===== src/fsr_pkg.sv =====
// Constants shared by the operation status register bank
package fsr_pkg;

   // ************************************************************
   // Bus and field widths
   // ************************************************************
   localparam int unsigned FSR_DATA_W = 32;
   localparam int unsigned FSR_PADDR_W = 8;
   localparam int unsigned FSR_STAT_W = 8;
   localparam int unsigned FSR_FLASH_ADDR_W = 32;
   localparam int unsigned FSR_IRQ_W = 4;

   // ************************************************************
   // Register byte offsets
   // ************************************************************
   localparam logic [FSR_PADDR_W-1:0] FSR_OFF_STATUS_TWO = 8'h00;
   localparam logic [FSR_PADDR_W-1:0] FSR_OFF_STATUS_ONE = 8'h04;
   localparam logic [FSR_PADDR_W-1:0] FSR_OFF_IRQ_STATUS = 8'h08;
   localparam logic [FSR_PADDR_W-1:0] FSR_OFF_IRQ_CLEAR = 8'h0C;
   localparam logic [FSR_PADDR_W-1:0] FSR_OFF_IRQ_ENABLE = 8'h10;

   // ************************************************************
   // Field positions of operation_status_two
   // ************************************************************
   localparam int unsigned FSR_BIT_PROG_SUSP = 0;
   localparam int unsigned FSR_BIT_ERASE_SUSP = 1;
   localparam int unsigned FSR_BIT_SECTOR_OK = 2;
   localparam int unsigned FSR_BIT_CRC_ABORT = 3;
   localparam int unsigned FSR_BIT_CRC_SUSP = 4;
   localparam int unsigned FSR_RSVD_LSB = 5;
   localparam int unsigned FSR_RSVD_MSB = 7;
   localparam logic [2:0] FSR_RSVD_VALUE = 3'h0;

   // Field position of ready_busy_flag in operation_status_one
   localparam int unsigned FSR_BIT_READY_BUSY = 0;

   // ************************************************************
   // Interrupt status bit positions
   // ************************************************************
   localparam int unsigned FSR_IRQ_CRC_ABORT = 0;
   localparam int unsigned FSR_IRQ_EVAL_DONE = 1;
   localparam int unsigned FSR_IRQ_READY = 2;
   localparam int unsigned FSR_IRQ_SUSPEND = 3;

   // ************************************************************
   // Values after reset and counts
   // ************************************************************
   localparam logic [FSR_STAT_W-1:0] FSR_STATUS_TWO_RST = 8'h00;
   localparam logic [FSR_IRQ_W-1:0] FSR_IRQ_RST = 4'h0;
   localparam logic [FSR_DATA_W-1:0] FSR_RDATA_RST = 32'h0000_0000;
   localparam logic [FSR_FLASH_ADDR_W:0] FSR_CRC_MIN_SPAN = 33'h0_0000_0003;

   // APB access phase states
   typedef enum logic [0:0] {
      FSR_APB_IDLE,
      FSR_APB_ANSWER
   } fsr_apb_state_e;

endpackage : fsr_pkg


===== src/fsr_status_two.sv =====
// Operation status register two with APB access and interrupt logic
// Behaviour
// Bits 7..5 reserved, always read zero
// Bit 4 high while integrity CRC suspended
// Short CRC range sets abort, skips calculation
// Valid CRC range start clears abort flag
// Host evaluates sector before reading result bit
// Bit 2 follows last sector erase evaluation
// Bit 1 high while erase suspended
// Bit 0 high while program suspended
// Host trusts register only when not busy
// Host ignores register during any reset
// Ready/busy bit high while embedded operation runs
// Register read-only; writes change nothing
//
// Added by the designer: the placing of the registers and the APB register port.
`timescale 1ns/1ps
module fsr_status_two
   import fsr_pkg::*;
(
   input wire logic clk_sys_i,
   input wire logic rst_i,
   // APB slave
   input wire logic psel_i,
   input wire logic penable_i,
   input wire logic pwrite_i,
   input wire logic [fsr_pkg::FSR_PADDR_W-1:0] paddr_i,
   input wire logic [fsr_pkg::FSR_DATA_W-1:0] pwdata_i,
   input wire logic [3:0] pstrb_i,
   output logic [fsr_pkg::FSR_DATA_W-1:0] prdata_o,
   output logic pready_o,
   output logic pslverr_o,
   // Embedded operation engine
   input wire logic embedded_busy_i,
   input wire logic crc_suspended_i,
   input wire logic crc_req_i,
   input wire logic [fsr_pkg::FSR_FLASH_ADDR_W-1:0] crc_start_address_i,
   input wire logic [fsr_pkg::FSR_FLASH_ADDR_W-1:0] crc_end_address_i,
   input wire logic erase_eval_done_i,
   input wire logic sector_erased_i,
   input wire logic erase_suspended_i,
   input wire logic program_suspended_i,
   output logic crc_run_o,
   // Status view and interrupt
   output logic [fsr_pkg::FSR_STAT_W-1:0] operation_status_two_o,
   output logic ready_busy_flag_o,
   output logic irq_o
);

   // ************************************************************
   // Declarations
   // ************************************************************

   // Status flags
   logic crc_susp_q;
   logic crc_abort_q;
   logic crc_abort_d;
   logic sector_ok_q;
   logic sector_ok_d;
   logic erase_susp_q;
   logic prog_susp_q;
   logic busy_q;

   // Interrupt registers
   logic [FSR_IRQ_W-1:0] irq_status_q;
   logic [FSR_IRQ_W-1:0] irq_status_d;
   logic [FSR_IRQ_W-1:0] irq_enable_q;
   logic [FSR_IRQ_W-1:0] irq_enable_d;

   // APB answer path
   fsr_apb_state_e apb_state_q;
   fsr_apb_state_e apb_state_d;
   logic [FSR_DATA_W-1:0] prdata_q;
   logic [FSR_DATA_W-1:0] prdata_d;
   logic pready_q;
   logic pslverr_q;
   logic pslverr_d;
   logic irq_q;

   // Pulses from the CRC range gate
   wire logic crc_run_w;
   wire logic crc_abort_set_w;
   wire logic crc_abort_clr_w;

   // ************************************************************
   // Limitations
   // ************************************************************

   // Flags clear to zero on reset; the host must not trust them until ready
   // Busy is mirrored from the engine; nothing here generates it
   // The CRC, suspend and erase engines sit outside; only levels and pulses arrive
   // The reserved bits have no storage, so no write can ever set them
   // Bus writes reach only the interrupt clear and enable registers
   // Every level is seen one edge late, so a host polls rather than races

   // ************************************************************
   // CRC request range gate
   // ************************************************************

   // Kept separate so the address arithmetic stays out of the bus path
   fsr_crc_gate u_crc_gate (
      .clk_sys_i(clk_sys_i),
      .rst_i(rst_i),
      .crc_req_i(crc_req_i),
      .crc_start_address_i(crc_start_address_i),
      .crc_end_address_i(crc_end_address_i),
      .crc_run_o(crc_run_w),
      .crc_abort_set_o(crc_abort_set_w),
      .crc_abort_clr_o(crc_abort_clr_w)
   );

   // ************************************************************
   // Register view
   // ************************************************************

   // Assembled views of the two status registers
   wire logic [FSR_STAT_W-1:0] status_two_w;
   wire logic [FSR_STAT_W-1:0] status_one_w;

   // Reserved bits forced, no storage behind them
   assign status_two_w[FSR_RSVD_MSB:FSR_RSVD_LSB] = FSR_RSVD_VALUE;
   assign status_two_w[FSR_BIT_CRC_SUSP] = crc_susp_q;
   assign status_two_w[FSR_BIT_CRC_ABORT] = crc_abort_q;
   assign status_two_w[FSR_BIT_SECTOR_OK] = sector_ok_q;
   assign status_two_w[FSR_BIT_ERASE_SUSP] = erase_susp_q;
   assign status_two_w[FSR_BIT_PROG_SUSP] = prog_susp_q;

   // Only the ready/busy bit lives in status one here
   assign status_one_w = {{(FSR_STAT_W-1){1'b0}}, busy_q};

   // ************************************************************
   // Flag next values
   // ************************************************************

   // A set in the same cycle as a clear cannot happen: one request gives one pulse
   assign crc_abort_d = crc_abort_set_w ? 1'b1 :
                        crc_abort_clr_w ? 1'b0 : crc_abort_q;

   // Result only moves when an evaluation finishes
   assign sector_ok_d = erase_eval_done_i ? sector_erased_i : sector_ok_q;

   // Level flags follow the engine one cycle later
   // A read taken at the edge of a change still returns the old level
   always_ff @(posedge clk_sys_i) begin
      if (rst_i) begin
         crc_susp_q <= 1'b0;
         erase_susp_q <= 1'b0;
         prog_susp_q <= 1'b0;
         busy_q <= 1'b0;
      end else begin
         crc_susp_q <= crc_suspended_i;
         erase_susp_q <= erase_suspended_i;
         prog_susp_q <= program_suspended_i;
         busy_q <= embedded_busy_i;
      end
   end

   // Event-driven flags; no bus path reaches them
   // A stray bus write is therefore harmless to them
   always_ff @(posedge clk_sys_i) begin
      if (rst_i) begin
         crc_abort_q <= 1'b0;
         sector_ok_q <= 1'b0;
      end else begin
         crc_abort_q <= crc_abort_d;
         sector_ok_q <= sector_ok_d;
      end
   end

   // ************************************************************
   // Interrupt events
   // ************************************************************

   // Event strobes, each one cycle long
   wire logic ready_evt_w;
   wire logic suspend_evt_w;
   wire logic [FSR_IRQ_W-1:0] irq_events_w;

   // Busy falling means the device is back in standby
   assign ready_evt_w = busy_q & ~embedded_busy_i;

   // Rising level against its registered copy
   function automatic logic level_rose(input logic now_a, input logic was_a);
      level_rose = now_a & ~was_a;
   endfunction : level_rose

   // Any suspend flag rising
   assign suspend_evt_w = level_rose(crc_suspended_i, crc_susp_q) |
                          level_rose(erase_suspended_i, erase_susp_q) |
                          level_rose(program_suspended_i, prog_susp_q);

   // Event map into the sticky status bits
   assign irq_events_w[FSR_IRQ_CRC_ABORT] = crc_abort_set_w;
   assign irq_events_w[FSR_IRQ_EVAL_DONE] = erase_eval_done_i;
   assign irq_events_w[FSR_IRQ_READY] = ready_evt_w;
   assign irq_events_w[FSR_IRQ_SUSPEND] = suspend_evt_w;

   // ************************************************************
   // APB decode
   // ************************************************************

   // Address decode and bus qualifiers
   wire logic access_w;
   wire logic commit_w;
   wire logic wr_commit_w;
   wire logic hit_status_two_w;
   wire logic hit_status_one_w;
   wire logic hit_irq_status_w;
   wire logic hit_irq_clear_w;
   wire logic hit_irq_enable_w;
   wire logic mapped_w;
   wire logic [FSR_IRQ_W-1:0] lane0_w;

   // Whole-byte match; a misaligned address hits nothing and is refused
   function automatic logic addr_is(input logic [FSR_PADDR_W-1:0] addr_a, input logic [FSR_PADDR_W-1:0] off_a);
      addr_is = (addr_a == off_a);
   endfunction : addr_is

   assign hit_status_two_w = addr_is(paddr_i, FSR_OFF_STATUS_TWO);
   assign hit_status_one_w = addr_is(paddr_i, FSR_OFF_STATUS_ONE);
   assign hit_irq_status_w = addr_is(paddr_i, FSR_OFF_IRQ_STATUS);
   assign hit_irq_clear_w = addr_is(paddr_i, FSR_OFF_IRQ_CLEAR);
   assign hit_irq_enable_w = addr_is(paddr_i, FSR_OFF_IRQ_ENABLE);
   // Anything else on the bus answers an error
   assign mapped_w = hit_status_two_w | hit_status_one_w | hit_irq_status_w |
                     hit_irq_clear_w | hit_irq_enable_w;

   // Access phase seen while no answer is pending
   // A second access cannot start while an answer is still out
   assign access_w = psel_i & penable_i & (apb_state_q == FSR_APB_IDLE);

   // The edge where the master sees pready high
   assign commit_w = psel_i & penable_i & pready_q;
   assign wr_commit_w = commit_w & pwrite_i & ~pslverr_q;

   // Only byte lane 0 carries the narrow fields
   // Strobes of the other lanes are ignored; nothing is stored there
   assign lane0_w = pstrb_i[0] ? pwdata_i[FSR_IRQ_W-1:0] : {FSR_IRQ_W{1'b0}};

   // ************************************************************
   // Interrupt registers
   // ************************************************************

   // Set wins over a clear that lands in the same cycle
   // so an event racing a clear is never lost
   assign irq_status_d = irq_events_w |
                         (irq_status_q & ~((wr_commit_w & hit_irq_clear_w) ? lane0_w : {FSR_IRQ_W{1'b0}}));

   // Enable keeps unwritten lanes
   assign irq_enable_d = (wr_commit_w & hit_irq_enable_w & pstrb_i[0]) ?
                         pwdata_i[FSR_IRQ_W-1:0] : irq_enable_q;

   // Interrupt line built from next values so it trails its cause by one edge
   always_ff @(posedge clk_sys_i) begin
      if (rst_i) begin
         irq_status_q <= FSR_IRQ_RST;
         irq_enable_q <= FSR_IRQ_RST;
         irq_q <= 1'b0;
      end else begin
         irq_status_q <= irq_status_d;
         irq_enable_q <= irq_enable_d;
         irq_q <= |(irq_status_d & irq_enable_d);
      end
   end

   // ************************************************************
   // APB answer
   // ************************************************************

   // Read mux; writes to the status registers are ignored, not refused
   always_comb begin
      prdata_d = FSR_RDATA_RST;
      if (!pwrite_i) begin
         if (hit_status_two_w) begin
            prdata_d[FSR_STAT_W-1:0] = status_two_w;
         end else if (hit_status_one_w) begin
            prdata_d[FSR_STAT_W-1:0] = status_one_w;
         end else if (hit_irq_status_w) begin
            prdata_d[FSR_IRQ_W-1:0] = irq_status_q;
         end else if (hit_irq_enable_w) begin
            prdata_d[FSR_IRQ_W-1:0] = irq_enable_q;
         end else begin
            prdata_d = FSR_RDATA_RST;
         end
      end
   end

   // Unmapped addresses and reads of the clear register answer an error
   assign pslverr_d = ~mapped_w | (~pwrite_i & hit_irq_clear_w);

   // One wait state: answer registered, so outputs come from flops
   // Costs a cycle per access but keeps every bus output on a flop
   always_comb begin
      apb_state_d = apb_state_q;
      case (apb_state_q)
         FSR_APB_IDLE: begin
            if (access_w) begin
               apb_state_d = FSR_APB_ANSWER;
            end
         end
         FSR_APB_ANSWER: begin
            apb_state_d = FSR_APB_IDLE;
         end
         default: begin
            apb_state_d = FSR_APB_IDLE;
         end
      endcase
   end

   // Read data frozen at the access edge; zero outside the answer cycle
   always_ff @(posedge clk_sys_i) begin
      if (rst_i) begin
         apb_state_q <= FSR_APB_IDLE;
         pready_q <= 1'b0;
         pslverr_q <= 1'b0;
         prdata_q <= FSR_RDATA_RST;
      end else begin
         apb_state_q <= apb_state_d;
         pready_q <= access_w;
         pslverr_q <= access_w & pslverr_d;
         prdata_q <= access_w ? prdata_d : FSR_RDATA_RST;
      end
   end

   // ************************************************************
   // Outputs
   // ************************************************************

   // Status copies registered once more so readers see flop outputs
   // They trail the read view by one more edge
   always_ff @(posedge clk_sys_i) begin
      if (rst_i) begin
         operation_status_two_o <= FSR_STATUS_TWO_RST;
         ready_busy_flag_o <= 1'b0;
         crc_run_o <= 1'b0;
      end else begin
         operation_status_two_o <= status_two_w;
         ready_busy_flag_o <= busy_q;
         crc_run_o <= crc_run_w;
      end
   end

   // Bus and interrupt ports straight from their flops
   assign prdata_o = prdata_q;
   assign pready_o = pready_q;
   assign pslverr_o = pslverr_q;
   assign irq_o = irq_q;

endmodule : fsr_status_two


===== src/fsr_crc_gate.sv =====
// Range check of integrity CRC requests, drives the abort flag
`timescale 1ns/1ps
module fsr_crc_gate
   import fsr_pkg::*;
(
   input wire logic clk_sys_i,
   input wire logic rst_i,
   input wire logic crc_req_i,
   input wire logic [fsr_pkg::FSR_FLASH_ADDR_W-1:0] crc_start_address_i,
   input wire logic [fsr_pkg::FSR_FLASH_ADDR_W-1:0] crc_end_address_i,
   output logic crc_run_o,
   output logic crc_abort_set_o,
   output logic crc_abort_clr_o
);

   // ************************************************************
   // Range test
   // ************************************************************

   // Sum kept one bit wider so a start near the top cannot wrap
   function automatic logic span_too_short(input logic [FSR_FLASH_ADDR_W-1:0] start_a,
                                           input logic [FSR_FLASH_ADDR_W-1:0] end_a);
      logic [FSR_FLASH_ADDR_W:0] lim;
      lim = {1'b0, start_a} + FSR_CRC_MIN_SPAN;
      span_too_short = ({1'b0, end_a} < lim);
   endfunction : span_too_short

   wire logic short_w;

   assign short_w = span_too_short(crc_start_address_i, crc_end_address_i);

   // One-cycle pulses; a short range never starts the engine
   always_ff @(posedge clk_sys_i) begin
      if (rst_i) begin
         crc_run_o <= 1'b0;
         crc_abort_set_o <= 1'b0;
         crc_abort_clr_o <= 1'b0;
      end else begin
         crc_run_o <= crc_req_i & ~short_w;
         crc_abort_set_o <= crc_req_i & short_w;
         crc_abort_clr_o <= crc_req_i & ~short_w;
      end
   end

endmodule : fsr_crc_gate


===== config.mk =====
export PLATFORM = sky130hd
export DESIGN_NAME = fsr_status_two
export DESIGN_NICKNAME = d
export VERILOG_FILES = /design/src/fsr_pkg.sv /design/src/fsr_status_two.sv /design/src/fsr_crc_gate.sv
export SDC_FILE = /design/constraint.sdc
export NUM_CORES = 1
export LEC_CHECK = 0
export ABC_AREA = 0
export BUFFER_PORTS_ARGS = -buffer_cell sky130_fd_sc_hd__buf_2
export CORE_ASPECT_RATIO = 1.25
export CORE_MARGIN = 2
export CORE_UTILIZATION = 44
export DETAILED_ROUTE_END_ITERATION = 10
export GPL_TIMING_DRIVEN = 1
export PLACE_DENSITY = 0.81
export SLEW_MARGIN = 10
export SYNTH_ARGS = -nofsm -noshare
export SYNTH_HDL_FRONTEND = slang
export SYNTH_SLANG_ARGS = --single-unit

===== constraint.sdc =====
create_clock -name clk_sys_i -period 3.8 [get_ports clk_sys_i]
set_input_delay 0.38 -clock clk_sys_i [delete_from_list [all_inputs] [get_ports clk_sys_i]]
set_output_delay 0.38 -clock clk_sys_i [all_outputs]
set_load 0.05 [all_outputs]

# --- Word level (Yosys, flattened, before mapping) ---
# Index checks and enable logic that the tools add are counted.
word_totals:
  reg_bits: 62
  out_inout_bits: 45
  word_cells: 81
classes:
  n_addsub: 1
  order_cmp: 1
  n_eq_ne: 4
  n_mux: 11
  bitwise: 37
  n_reduce_logical: 6
op_table:
  columns: ["cell", "count"]
  rows:
  - ["$add A32 B2 Y33 const B", 1]
  - ["$lt A32 B33 Y1", 1]
  - ["$mux W4", 6]
  - ["$and A1 B1 Y1", 16]
  - ["$eq A8 B4 Y1 const B", 2]
  - ["$not A1 Y1", 10]
  - ["$and A4 B4 Y4", 2]
  - ["$eq A8 B3 Y1 const B", 1]
  - ["$eq A8 B5 Y1 const B", 1]
  - ["$logic_not A8 Y1", 1]
  - ["$reduce_or A4 Y1", 2]
  - ["$or A1 B1 Y1", 7]
  - ["$mux W5", 1]
  - ["$not A4 Y4", 1]
  - ["$or A4 B4 Y4", 1]
  - ["$mux W1", 3]
  - ["$reduce_or A3 Y1", 1]
  - ["$pmux W1 S2", 1]
  - ["$reduce_bool A2 Y1", 1]
  - ["$reduce_or A2 Y1", 1]

# --- Longest topological paths before layout ---
# Gate-level depths: netlist (run 1).
depth:
  depth_word: 11
  depth_mapped: 13
  ltp_nobuf: 13

# --- By module ---
# Synthesis (run 1) repeated with hierarchy kept, for this count alone.
unflattened:
  cells_unflattened: 333
  hier_area_um2: 2791.4
by_module_without_submodules:
  columns: ["mod", "instances", "cells_per_inst", "area_per_inst_um2", "seq_area_each_um2"]
  rows:
  - ["fsr_status_two", 1, 160, 1421.4, 600.6]
  - ["fsr_crc_gate", 1, 173, 1370.1, 40.0]

# --- Worst setup path before layout (run 1) ---
# Ideal clock, no wire load.
synth_timing:
  path_kind: "in2reg"
  startpoint: "input port crc_start_address_i[0] in the netlist's numbering"
  endpoint: "register u_crc_gate.crc_run_o"
  setup_time_ps: 117
  arrival_time_ps: 3062
  t_required_ps: 3683
  path_slack_ps: 622
  path_stages: 13
  cell_sequence: "inv_1 -> ha_1 -> nand2b_1 -> nor4_2 -> nor3b_1 -> nand3_1 -> xor2_1 -> ha_1 -> nand4_1 -> nor2_1 -> a221o_1 -> o31a_1 -> a22o_1"
synth_via:
  elab_chain_len: 4
synth_lines:
  columns: ["element", "line", "rtl"]
  rows:
  - ["start, declared", "fsr_status_two.sv:37", "input wire logic [fsr_pkg::FSR_FLASH_ADDR_W-1:0] crc_start_address_i,"]
  - ["$add A32 B2 Y33", "fsr_crc_gate.sv:24", "lim = {1'b0, start_a} + FSR_CRC_MIN_SPAN;"]
  - ["$lt A32 B33 Y1", "fsr_crc_gate.sv:25", "span_too_short = ({1'b0, end_a} < lim);"]
  - ["$not A1 Y1", "fsr_crc_gate.sv:39", "crc_run_o <= crc_req_i & ~short_w;"]
  - ["$and A1 B1 Y1", "fsr_crc_gate.sv:39", null]
  - ["end signal, assigned", "fsr_crc_gate.sv:39", null]
  - ["end, declared", "fsr_crc_gate.sv:11", "output logic crc_run_o,"]
# No other way between the ends.
# A chain may end at the register's enable or synchronous reset.

# --- Final worst setup path (run 1) ---
layout_timing:
  startpoint: "input port crc_start_address_i[2] in the netlist's numbering"
  endpoint: "register u_crc_gate.crc_run_o"
# The elaborated chain is that of the path after synthesis.

==> flow_summary.ini, run 1 <==
[cells_and_area]
syn2layout_area_growth_pct = 22.9
n_antenna_cell = 0
fin_nets = 579
final_util = 0.563
drive_above_1_share = 0.283

[sta]
final-hold-violation-count = 0
slew_headroom = 0.508
min_period_over_period = 0.850
tightest_slew_ns = 0.732
drv_slew = 0
fin_tns_setup_ns = 0
max_freq_mhz = 309
rsz0062_at_grt = false
min_period_ns = 3.23
setup_viol = 0
finClkSkew_ns = 0.00783

[pwr]
seq_power_share = 0.377
p_clk_frac = 0.332
combPwrFrac = 0.291
swShare = 0.319
internal_power_w = 0.000638
p_leak_nw = 1.61
p_switching_w = 0.000298
irDropWorstVdd_uv = 184
p_per_area_nw_per_um2 = 284

[worst_setup_path]
r2r_slack_ns = 2.04
cp.required_ns = 3.97
crit_family = simple AND/OR/NAND/NOR gates
cp_slowest_stage_delay_ns = 0.46
critical_path_arrival_ns = 3.40
crit_path_end_kind = flip-flop
r2r-start = pslverr_o$_SDFF_PP0_
cp_common_cell = nand4_1
path_class = primary input to flip-flop
r2r_end = irq_o$_SDFF_PP0_
path_buf_inv = 1
reg2reg_depth = 5
crit_cells = 12
worstPathMaxFanout = 6
start_kind = primary input
crit_chain = buf_2 -> nand4_1 -> nor4_2 -> nor3b_1 -> nand4_1 -> xor2_1 -> ha_1 -> nand4_1 -> nor2_1 -> a221o_1 -> o31a_1 -> a22o_1
critPathSlowestCell = nor3b_1

[synthesis]
yosysWarnings = 0
syn_inst = 319
synth_seq_cells = 32
ys_types = 51
seq_area_frac_synth = 0.239
synth_edf_count = 0
async_reset_ff_frac = 0
syn_area_per_cell_sq_um = 8.41
synthFlopType = dfxtp_1
syn_area_sq_um = 2680

[clocking]
post-cts-setup-buffer-count = 0
cts.repair.resized = 0
ctsHoldBuffers = 0
cts_tree = done
clk_pin_slew_ns = 0.06
cts_buffer_depth = 2
clk-insertion-delay-late_ns = 0.28
cts_buffers = 5
clock-root-buffer = clkbuf_8
cts.sinks = 32
htreeDepth = 2

[floorplan]
row_count = 31
start_util = 0.458
die_y_um = 91.3
fp.coreArea_sq_um = 5860
die_area_sq_um = 6740
fp.dieW_um = 73.8
ioPinCount = 165

[grt]
met2_usage = 0.339
first_global_vias = 2407
use_met3 = 0.0422
grt_pass1_wl_mm = 9.72
antenna_found_initial = 0
busiest_layer = met2
grt_util_met1 = 0.183
grt_overflow = 0
grtUsageTotal = 0.179
grt_max_degree = 26

[min_path]
hold_class = primary input to flip-flop
holdPathEnd = erase_susp_q$_SDFF_PP0_
min_path_cells = 2
hold_path.startpoint = erase_suspended_i

[route]
viasPerCell = 4.93
vias = 2516
drc = 0
wl_per_cell_um = 11.7
detail_route.wirelength_mm = 5.97
ant_nets = 0
dr.pass1.iters = 4
first_iter_violations = 85

[status]
status = completed

[placement]
port-buffer-count = 103
gp_congestion = 0.864
place_hpwl_mm = 5.23

[flow_run]
drv_cap = 0
==> cell usage after synthesis, types with 2 or more instances <==
| library cell | number | share of area |
|---|---|---|
| dfxtp_1 | 32 | 0.24 |
| ha_1 | 32 | 0.15 |
| buf_4 | 30 | 0.084 |
| nor2_1 | 25 | 0.035 |
| xor2_1 | 21 | 0.069 |
| nand2_1 | 19 | 0.027 |
| a21oi_1 | 18 | 0.034 |
| nand3_1 | 14 | 0.026 |
| inv_1 | 12 | 0.017 |
| nor2b_1 | 11 | 0.026 |
| nand4_1 | 9 | 0.021 |
| xnor2_1 | 9 | 0.029 |
| mux2i_1 | 8 | 0.030 |
| a21o_1 | 7 | 0.020 |
| o21ai_0 | 7 | 0.013 |
| and4_1 | 6 | 0.020 |
| nor3_1 | 5 | 0.0093 |
| a31oi_1 | 4 | 0.0093 |
| and3_1 | 4 | 0.0093 |
| clkbuf_1 | 3 | 0.0042 |
| nand2b_1 | 3 | 0.0070 |
| nor4_1 | 3 | 0.0070 |
| o21bai_1 | 3 | 0.0084 |
| and2_1 | 2 | 0.0047 |
| nand4b_1 | 2 | 0.0065 |
| nor3b_1 | 2 | 0.0056 |
| nor4_2 | 2 | 0.0093 |
| o211ai_1 | 2 | 0.0056 |
| o21ba_2 | 2 | 0.0075 |
==> routing by layer <==
layer | vias up | wire length (um)
met1 | 1106 | 2240
met3 | 9 | 429
li1 | 1299 | -
met2 | 102 | 3220
met4 | 0 | 82
met5 | - | 0
==> power by group through the flow <==
stage | registers, W | clock network [W] | logic, W
6_report | 0.000353 | 0.000310 | 0.000272
5_1_grt | 0.000354 | 0.000335 | 0.000301
4_1_cts | 0.000353 | 0.000317 | 0.000273
3_5_place_dp | 0.000361 | 0 | 0.000271
3_3_place_gp | 0.000361 | 0 | 0.000263
2_1_floorplan | 0.000373 | 0 | 0.000193
==> through the flow <==
stage          total power, W  instance area, sq um  hold WS (ns)  worst slack, ns  instances
2_1_floorplan        0.000566                  2790         0.416            0.622        348
3_3_place_gp         0.000623                  3190         0.430            0.382        502
3_5_place_dp         0.000632                  3190         0.427            0.295        502
4_1_cts              0.000942                  3300         0.319            0.585        510
5_1_grt              0.000990                  3300         0.317            0.257        510
6_report             0.000936                  3300         0.322            0.568        510
==> worst max path at each step <==
stage | startpoint | endpoint | slack, ns
final | crc_start_address_i[2] | u_crc_gate.crc_run_o$_SDFF_PP0_ | 0.57
after global routing | crc_start_address_i[2] | u_crc_gate.crc_abort_set_o$_SDFF_PP0_ | 0.26
after CTS | crc_start_address_i[2] | u_crc_gate.crc_run_o$_SDFF_PP0_ | 0.58
after detailed placement | crc_start_address_i[2] | u_crc_gate.crc_run_o$_SDFF_PP0_ | 0.30
after global placement | crc_start_address_i[2] | u_crc_gate.crc_run_o$_SDFF_PP0_ | 0.38
after floorplan | crc_start_address_i[0] | u_crc_gate.crc_run_o$_SDFF_PP0_ | 0.62
==> state kept, by name (all words and copies together), names as in the netlist <==
signal                      cells
apb_state_q                     1
busy_q                          1
crc_abort_q                     1
crc_run_o                       1
crc_susp_q                      1
erase_susp_q                    1
irq_enable_q                    4
irq_o                           1
irq_status_q                    4
operation_status_two_o          5
prdata_o                        5
pready_o                        1
prog_susp_q                     1
pslverr_o                       1
ready_busy_flag_o               1
sector_ok_q                     1
u_crc_gate.crc_abort_set_o      1
u_crc_gate.crc_run_o            1
==> cells in the final DEF, fill, tap and decap left out, types with 9 or more instances in the layout <==
master and count:
xor2_1 21, nand4_1 9, conb_1 30, nor2_1 25, nor2b_1 11, dfxtp_1 32, ha_1 32, nand2_1 19
a21oi_1 18, xnor2_1 9, buf_2 103, inv_1 12, nand3_1 14
==> logic make-up (layout without fill, tap and decap cells) <==
| logic type | Yosys count | in the layout | synth area share |
|---|---|---|---|
| fa+ha+maj | 32 | 32 | 0.149 |
| other cells | 1 | 30 | 0.00140 |
| buf+inv | 46 | 126 | 0.107 |
| flops | 32 | 32 | 0.239 |
| xor+xnor | 30 | 30 | 0.0980 |
| mux | 9 | 9 | 0.0340 |
| compound gates | 54 | 54 | 0.132 |
| simple gates | 115 | 115 | 0.240 |
==> layout make-up <==
type                            count  area (sq um)
Clock buffer                        6          72.6
Clock inverter                      2          35.0
Fill cell                         544          2560
Inverter                           12          45.0
Multi-Input combinational cell    270          1860
Sequential cell                    32           641
Tap cell                           82           103
Timing Repair Buffer              106           538
Note: power is estimated with default switching activity, not from simulation.
==> run 2: changes to the inputs <==
--- a/config.mk
+++ b/config.mk
@@ -7,12 +7,14 @@
 export LEC_CHECK = 0
 export ABC_AREA = 0
 export BUFFER_PORTS_ARGS = -buffer_cell sky130_fd_sc_hd__buf_2
+export CELL_PAD_IN_SITES_DETAIL_PLACEMENT = 0
+export CELL_PAD_IN_SITES_GLOBAL_PLACEMENT = 2
 export CORE_ASPECT_RATIO = 1.25
 export CORE_MARGIN = 2
-export CORE_UTILIZATION = 44
+export CORE_UTILIZATION = 23
 export DETAILED_ROUTE_END_ITERATION = 10
 export GPL_TIMING_DRIVEN = 1
-export PLACE_DENSITY = 0.81
+export PLACE_DENSITY = 0.8
 export SLEW_MARGIN = 10
 export SYNTH_ARGS = -nofsm -noshare
 export SYNTH_HDL_FRONTEND = slang
==> flow_summary.ini, run 2 (synthesized netlist as in run 1, its figures left out) <==
[status]
status = completed

[worst_setup_path]
reg2reg_depth = 5
cp_slowest_stage_delay_ns = 0.32
crit_family = simple AND/OR/NAND/NOR gates
r2r_end = irq_o$_SDFF_PP0_
path_buf_inv = 3
path_class = primary input to flip-flop
worstPathMaxFanout = 5
start_kind = primary input
crit_chain = buf_2 -> inv_1 -> ha_1 -> nand2b_1 -> nor4_2 -> nor3b_1 -> buf_4 -> nand3_1 -> xor2_1 -> ha_1 -> nand4_1 -> nor2_1 -> a221o_1 -> o31a_1 -> a22o_1
cp_common_cell = ha_1
crit_path_end_kind = flip-flop
r2r_slack_ns = 1.98
cp.required_ns = 3.96
critPathSlowestCell = o31a_1
crit_cells = 15
critical_path_arrival_ns = 3.29
r2r-start = pslverr_o$_SDFF_PP0_

[cells_and_area]
n_antenna_cell = 0
drive_above_1_share = 0.284
syn2layout_area_growth_pct = 27.1
fillCellCount = 1276
mostFrequentLayoutCell = buf_2
final_util = 0.296
layout_common_cells = buf_2 (103), ha_1 (32), dfxtp_1 (32)
fin_nets = 581

[pwr]
p_clk_frac = 0.364
p_switching_w = 0.000308
seq_power_share = 0.359
internal_power_w = 0.000681
p_leak_nw = 1.63
p_per_area_nw_per_um2 = 290
p_total_w = 0.000988
irDropWorstVdd_uv = 134
combPwrFrac = 0.277
swShare = 0.311

[grt]
grtUsageTotal = 0.108
antenna_found_initial = 0
grt_overflow = 0
grt_pass1_wl_mm = 11.2
grt_max_degree = 26
first_global_vias = 2474

[route]
first_iter_violations = 40
dr.pass1.iters = 4
viasPerCell = 4.46
drc = 0
detail_route.wirelength_mm = 7.01
wl_per_cell_um = 12.4
ant_nets = 0
vias = 2526

[min_path]
holdPathEnd = erase_susp_q$_SDFF_PP0_
hold_path.startpoint = erase_suspended_i
hold_class = primary input to flip-flop
min_path_cells = 2

[clocking]
clock-root-buffer = clkbuf_16
cts_tree = done
clk_pin_slew_ns = 0.05
cts.sinks = 32
clk-insertion-delay-late_ns = 0.27
htreeDepth = 2
cts.repair.resized = 0
cts_buffer_depth = 2
ctsHoldBuffers = 0
cts_buffers = 5
post-cts-setup-buffer-count = 0

[sta]
tightest_slew_ns = 0.799
slew_headroom = 0.463
min_period_over_period = 0.822
min_period_ns = 3.13
finClkSkew_ns = 0.00588
fin_tns_setup_ns = 0
max_freq_mhz = 320
drv_slew = 0
setup_viol = 0
final-hold-violation-count = 0
rsz0062_at_grt = false

[flow_run]
drv_cap = 0

[placement]
place_hpwl_mm = 6.17
gp_congestion = 0.783
port-buffer-count = 103

[floorplan]
start_util = 0.233
ioPinCount = 165
fp.dieW_um = 101
die_area_sq_um = 12500
die_y_um = 125
row_count = 44
fp.coreArea_sq_um = 11500
run 2: area by class of cell:
| type | count | area [sq um] | area share |
|---|---|---|---|
| multi-input combinational | 270 | 1860 | 0.547 |
| clock buffer | 6 | 129 | 0.0378 |
| sequential | 32 | 641 | 0.188 |
| tap | 138 | 173 | 0.0506 |
| inverter | 12 | 45.0 | 0.0132 |
| timing repair buffer | 108 | 553 | 0.162 |
| clock inverter | 1 | 5.00 | 0.00147 |
run 2: routing by layer:
| metal | global-route usage | wire [um] | part of all wire |
|---|---|---|---|
| met5 | 0 | 0 | 0 |
| met4 | 0.0298 | 110 | 0.016 |
| met1 | 0.115 | 2770 | 0.40 |
| met2 | 0.199 | 3500 | 0.50 |
| met3 | 0.0359 | 624 | 0.089 |
run 2: how the worst max path moves through the flow:
| stage | startpoint | to |
|---|---|---|
| after global routing | crc_start_address_i[0] | u_crc_gate.crc_abort_set_o$_SDFF_PP0_ |
| after global placement | crc_start_address_i[0] | u_crc_gate.crc_run_o$_SDFF_PP0_ |
| after floorplan | crc_start_address_i[0] | u_crc_gate.crc_run_o$_SDFF_PP0_ |
| after CTS | crc_start_address_i[0] | u_crc_gate.crc_abort_set_o$_SDFF_PP0_ |
| final | crc_start_address_i[0] | u_crc_gate.crc_run_o$_SDFF_PP0_ |
| after detailed placement | crc_start_address_i[0] | u_crc_gate.crc_abort_set_o$_SDFF_PP0_ |
run 2: power groups by stage:
stage                     registers (W)  clock network, W  logic [W]
after CTS                      0.000355          0.000373   0.000277
final                          0.000355          0.000359   0.000274
after global routing           0.000356          0.000387   0.000304
after global placement         0.000361                 0   0.000271
after detailed placement       0.000361                 0   0.000275
after floorplan                0.000373                 0   0.000193
run 2: metrics by stage:
| stage | std cells | instance area (sq um) | hold slack (ns) | setup WS (ns) |
|---|---|---|---|---|
| 2_1_floorplan | 348 | 2790 | 0.416 | 0.622 |
| 6_report | 567 | 3410 | 0.339 | 0.675 |
| 4_1_cts | 567 | 3410 | 0.338 | 0.628 |
| 5_1_grt | 567 | 3410 | 0.340 | 0.463 |
| 3_3_place_gp | 560 | 3280 | 0.436 | 0.390 |
| 3_5_place_dp | 560 | 3280 | 0.435 | 0.355 |
==> run 3: changes to the inputs <==
--- a/config.mk
+++ b/config.mk
@@ -5,7 +5,7 @@
 export SDC_FILE = /design/constraint.sdc
 export NUM_CORES = 1
 export LEC_CHECK = 0
-export ABC_AREA = 0
+export ABC_AREA = 1
 export BUFFER_PORTS_ARGS = -buffer_cell sky130_fd_sc_hd__buf_2
 export CELL_PAD_IN_SITES_DETAIL_PLACEMENT = 0
 export CELL_PAD_IN_SITES_GLOBAL_PLACEMENT = 2
@@ -14,7 +14,7 @@
 export CORE_UTILIZATION = 23
 export DETAILED_ROUTE_END_ITERATION = 10
 export GPL_TIMING_DRIVEN = 1
-export PLACE_DENSITY = 0.8
+export PLACE_DENSITY = 0.81
 export SLEW_MARGIN = 10
 export SYNTH_ARGS = -nofsm -noshare
 export SYNTH_HDL_FRONTEND = slang
==> constraint.sdc (replaced) <==
create_clock -name clk_sys_i -period 3.1 [get_ports clk_sys_i]
set_input_delay 0.31 -clock clk_sys_i [delete_from_list [all_inputs] [get_ports clk_sys_i]]
set_output_delay 0.31 -clock clk_sys_i [all_outputs]
set_load 0.05 [all_outputs]
==> flow_summary.ini, run 3 <==
[synthesis]
synth_seq_cells = 32
synth_mux_area_frac = 0
synth-xor-area-share = 0.0831
synthTopCellsByArea = dfxtp_1 (21%), ha_1 (13%), nand2_1 (12%)
seq_area_frac_synth = 0.210
syn_area_per_cell_sq_um = 6.73
synth.largest_area_cell = dfxtp_1
synth_edf_count = 0
syn_inst = 454
yosysTopAreaCellShare = 0.210
async_reset_ff_frac = 0
yosysWarnings = 0
synth_top_family_by_area = simple AND/OR/NAND/NOR gates
synth_most_common_cell = nand2_1
synth_fa_ha_area_frac = 0.131
synth-simple-area-share = 0.340
synth_common_cells = nand2_1 (100), inv_1 (50), nor2_1 (45)
synth_compound_area_frac = 0.0905
synthFlopType = dfxtp_1
ys_types = 33
syn_area_sq_um = 3060

[worst_setup_path]
critical_path_arrival_ns = 2.58
cp.required_ns = 3.28
worstPathMaxFanout = 4
path_class = primary input to flip-flop
crit_path_end_kind = flip-flop
start_kind = primary input

[floorplan]
start_util = 0.233
fp.dieW_um = 107
ioPinCount = 165
die_y_um = 133
fp.coreArea_sq_um = 13100
die_area_sq_um = 14200
row_count = 47

[placement]
place_hpwl_mm = 7.73
pre_cts_slack_ns = 0.389
port-buffer-count = 103
gp_congestion = 0.847

[sta]
min_period_ns = 2.40
setup_viol = 0
finClkSkew_ns = 0.00572
drv_slew = 0
min_period_over_period = 0.776
tightest_slew_ns = 0.480
final-hold-violation-count = 0
rsz0062_at_grt = false
slew_headroom = 0.671
fin_tns_setup_ns = 0
layout_setup_ws_ns = 0.695
max_freq_mhz = 416
whs_ns = 0.242

[route]
wl_per_cell_um = 11.8
drt-met1-wl_mm = 3.55
detail_route.wirelength_mm = 8.69
ant_nets = 0
route.met2.wl_mm = 4.53
drc = 0
first_iter_violations = 51
dr.max_layer_used = met4
dr.pass1.iters = 4
viasPerCell = 4.17
wl_met3_um = 459
vias = 3062

[min_path]
hold_class = primary input to flip-flop

[pwr]
p_leak_nw = 1.89
p_total_w = 0.00135
p_per_area_nw_per_um2 = 354
irDropWorstVdd_uv = 244

[status]
status = completed

[grt]
antenna_found_initial = 0
first_global_vias = 2916
grtUsageTotal = 0.117
grt_max_degree = 25
grt_overflow = 0
grt_pass1_wl_mm = 13.3

[cells_and_area]
syn2layout_area_growth_pct = 25.3
drive_above_1_share = 0.258
layout_common_cells = buf_2 (103), nand2_1 (100), inv_1 (50)
final_util = 0.292
multi_input_area_sq_um = 2080
mostFrequentLayoutCell = buf_2
fillCellCount = 1467
fin_nets = 713
ff_latch_area_sq_um = 641

[clocking]
cts.repair.resized = 0
ctsHoldBuffers = 0
clock-root-buffer = clkbuf_16
cts_buffer_depth = 2
cts.sinks = 32
htreeDepth = 2
clk-insertion-delay-late_ns = 0.28
cts_tree = done
clk_pin_slew_ns = 0.05
cts_buffers = 5
post-cts-setup-buffer-count = 0

[flow_run]
drv_cap = 0
[run 3: cell count changes after synthesis, sizes merged, moves of 8 or more]
cell,delta
nor3,+9
nand3,+13
nand2,+87
a21oi,+11
mux2i,-8
nor2b,-11
nor2,+37
inv,+44
[run 3: final timing paths]
kind	from	endpoint	slack, ns	cells after the start
min	embedded_busy_i	busy_q$_SDFF_PP0_	0.24	3
max	crc_start_address_i[0]	u_crc_gate.crc_abort_set_o$_SDFF_PP0_	0.70	21
max reg2reg	pslverr_o$_SDFF_PP0_	irq_o$_SDFF_PP0_	1.65	10
min reg2reg	u_crc_gate.crc_run_o$_SDFF_PP0_	crc_run_o$_SDFF_PP0_	0.43	2
[run 3: kinds of logic (layout without fill, tap and decap cells)]
kind of cell,count (synthesis),count (layout)
adders and majority gates,32,32
buffers and inverters,88,167
and+or+nand+nor,224,224
xor gates and xnor gates,29,29
other,1,31
DFF,32,32
AOI/OAI and AO/OA,48,48
[run 3: metal layers]
metal  GRT usage  up-vias
met5           0        -
met4      0.0281        0
met3      0.0207       11
met2       0.225       83
met1       0.130     1336
li1            -     1632
[run 3: final cells by class]
type | instances | area share
Clock buffer | 6 | 0.0337
Antenna cell | 1 | 0.000654
Timing Repair Buffer | 103 | 0.135
Sequential cell | 32 | 0.167
Tap cell | 171 | 0.0559
Multi-Input combinational cell | 363 | 0.544
Clock inverter | 2 | 0.00915
Inverter | 56 | 0.0549
[run 3: power breakdown]
group,internal (W),switching (W)
Clock,0.000377,0.000172
Combinational,0.000118,0.000253
Sequential,0.000427,0.00000668
Total,0.000922,0.000432
[run 3: critical path: stages]
cell and delay (ns):
buf_2 0.13, inv_1 0.05, ha_1 0.23, inv_1 0.10, nand3_1 0.12, inv_2 0.09, nand2_2 0.07, nor2_4 0.11
nand2_2 0.10, nor2_2 0.12, xnor2_1 0.08, ha_1 0.29, nand2_1 0.07, nor2_1 0.25, nand2_1 0.09, nand2_1 0.06
nand2_1 0.04, nand2_1 0.08, nand2_2 0.06, nand2_2 0.06, nor2_2 0.03
[run 3: metrics by stage]
step	instance area, sq um	std cells
finish	3830	734
floorplan	3170	483
global placement	3660	725
detailed placement	3660	725
CTS	3830	733
global route	3830	733
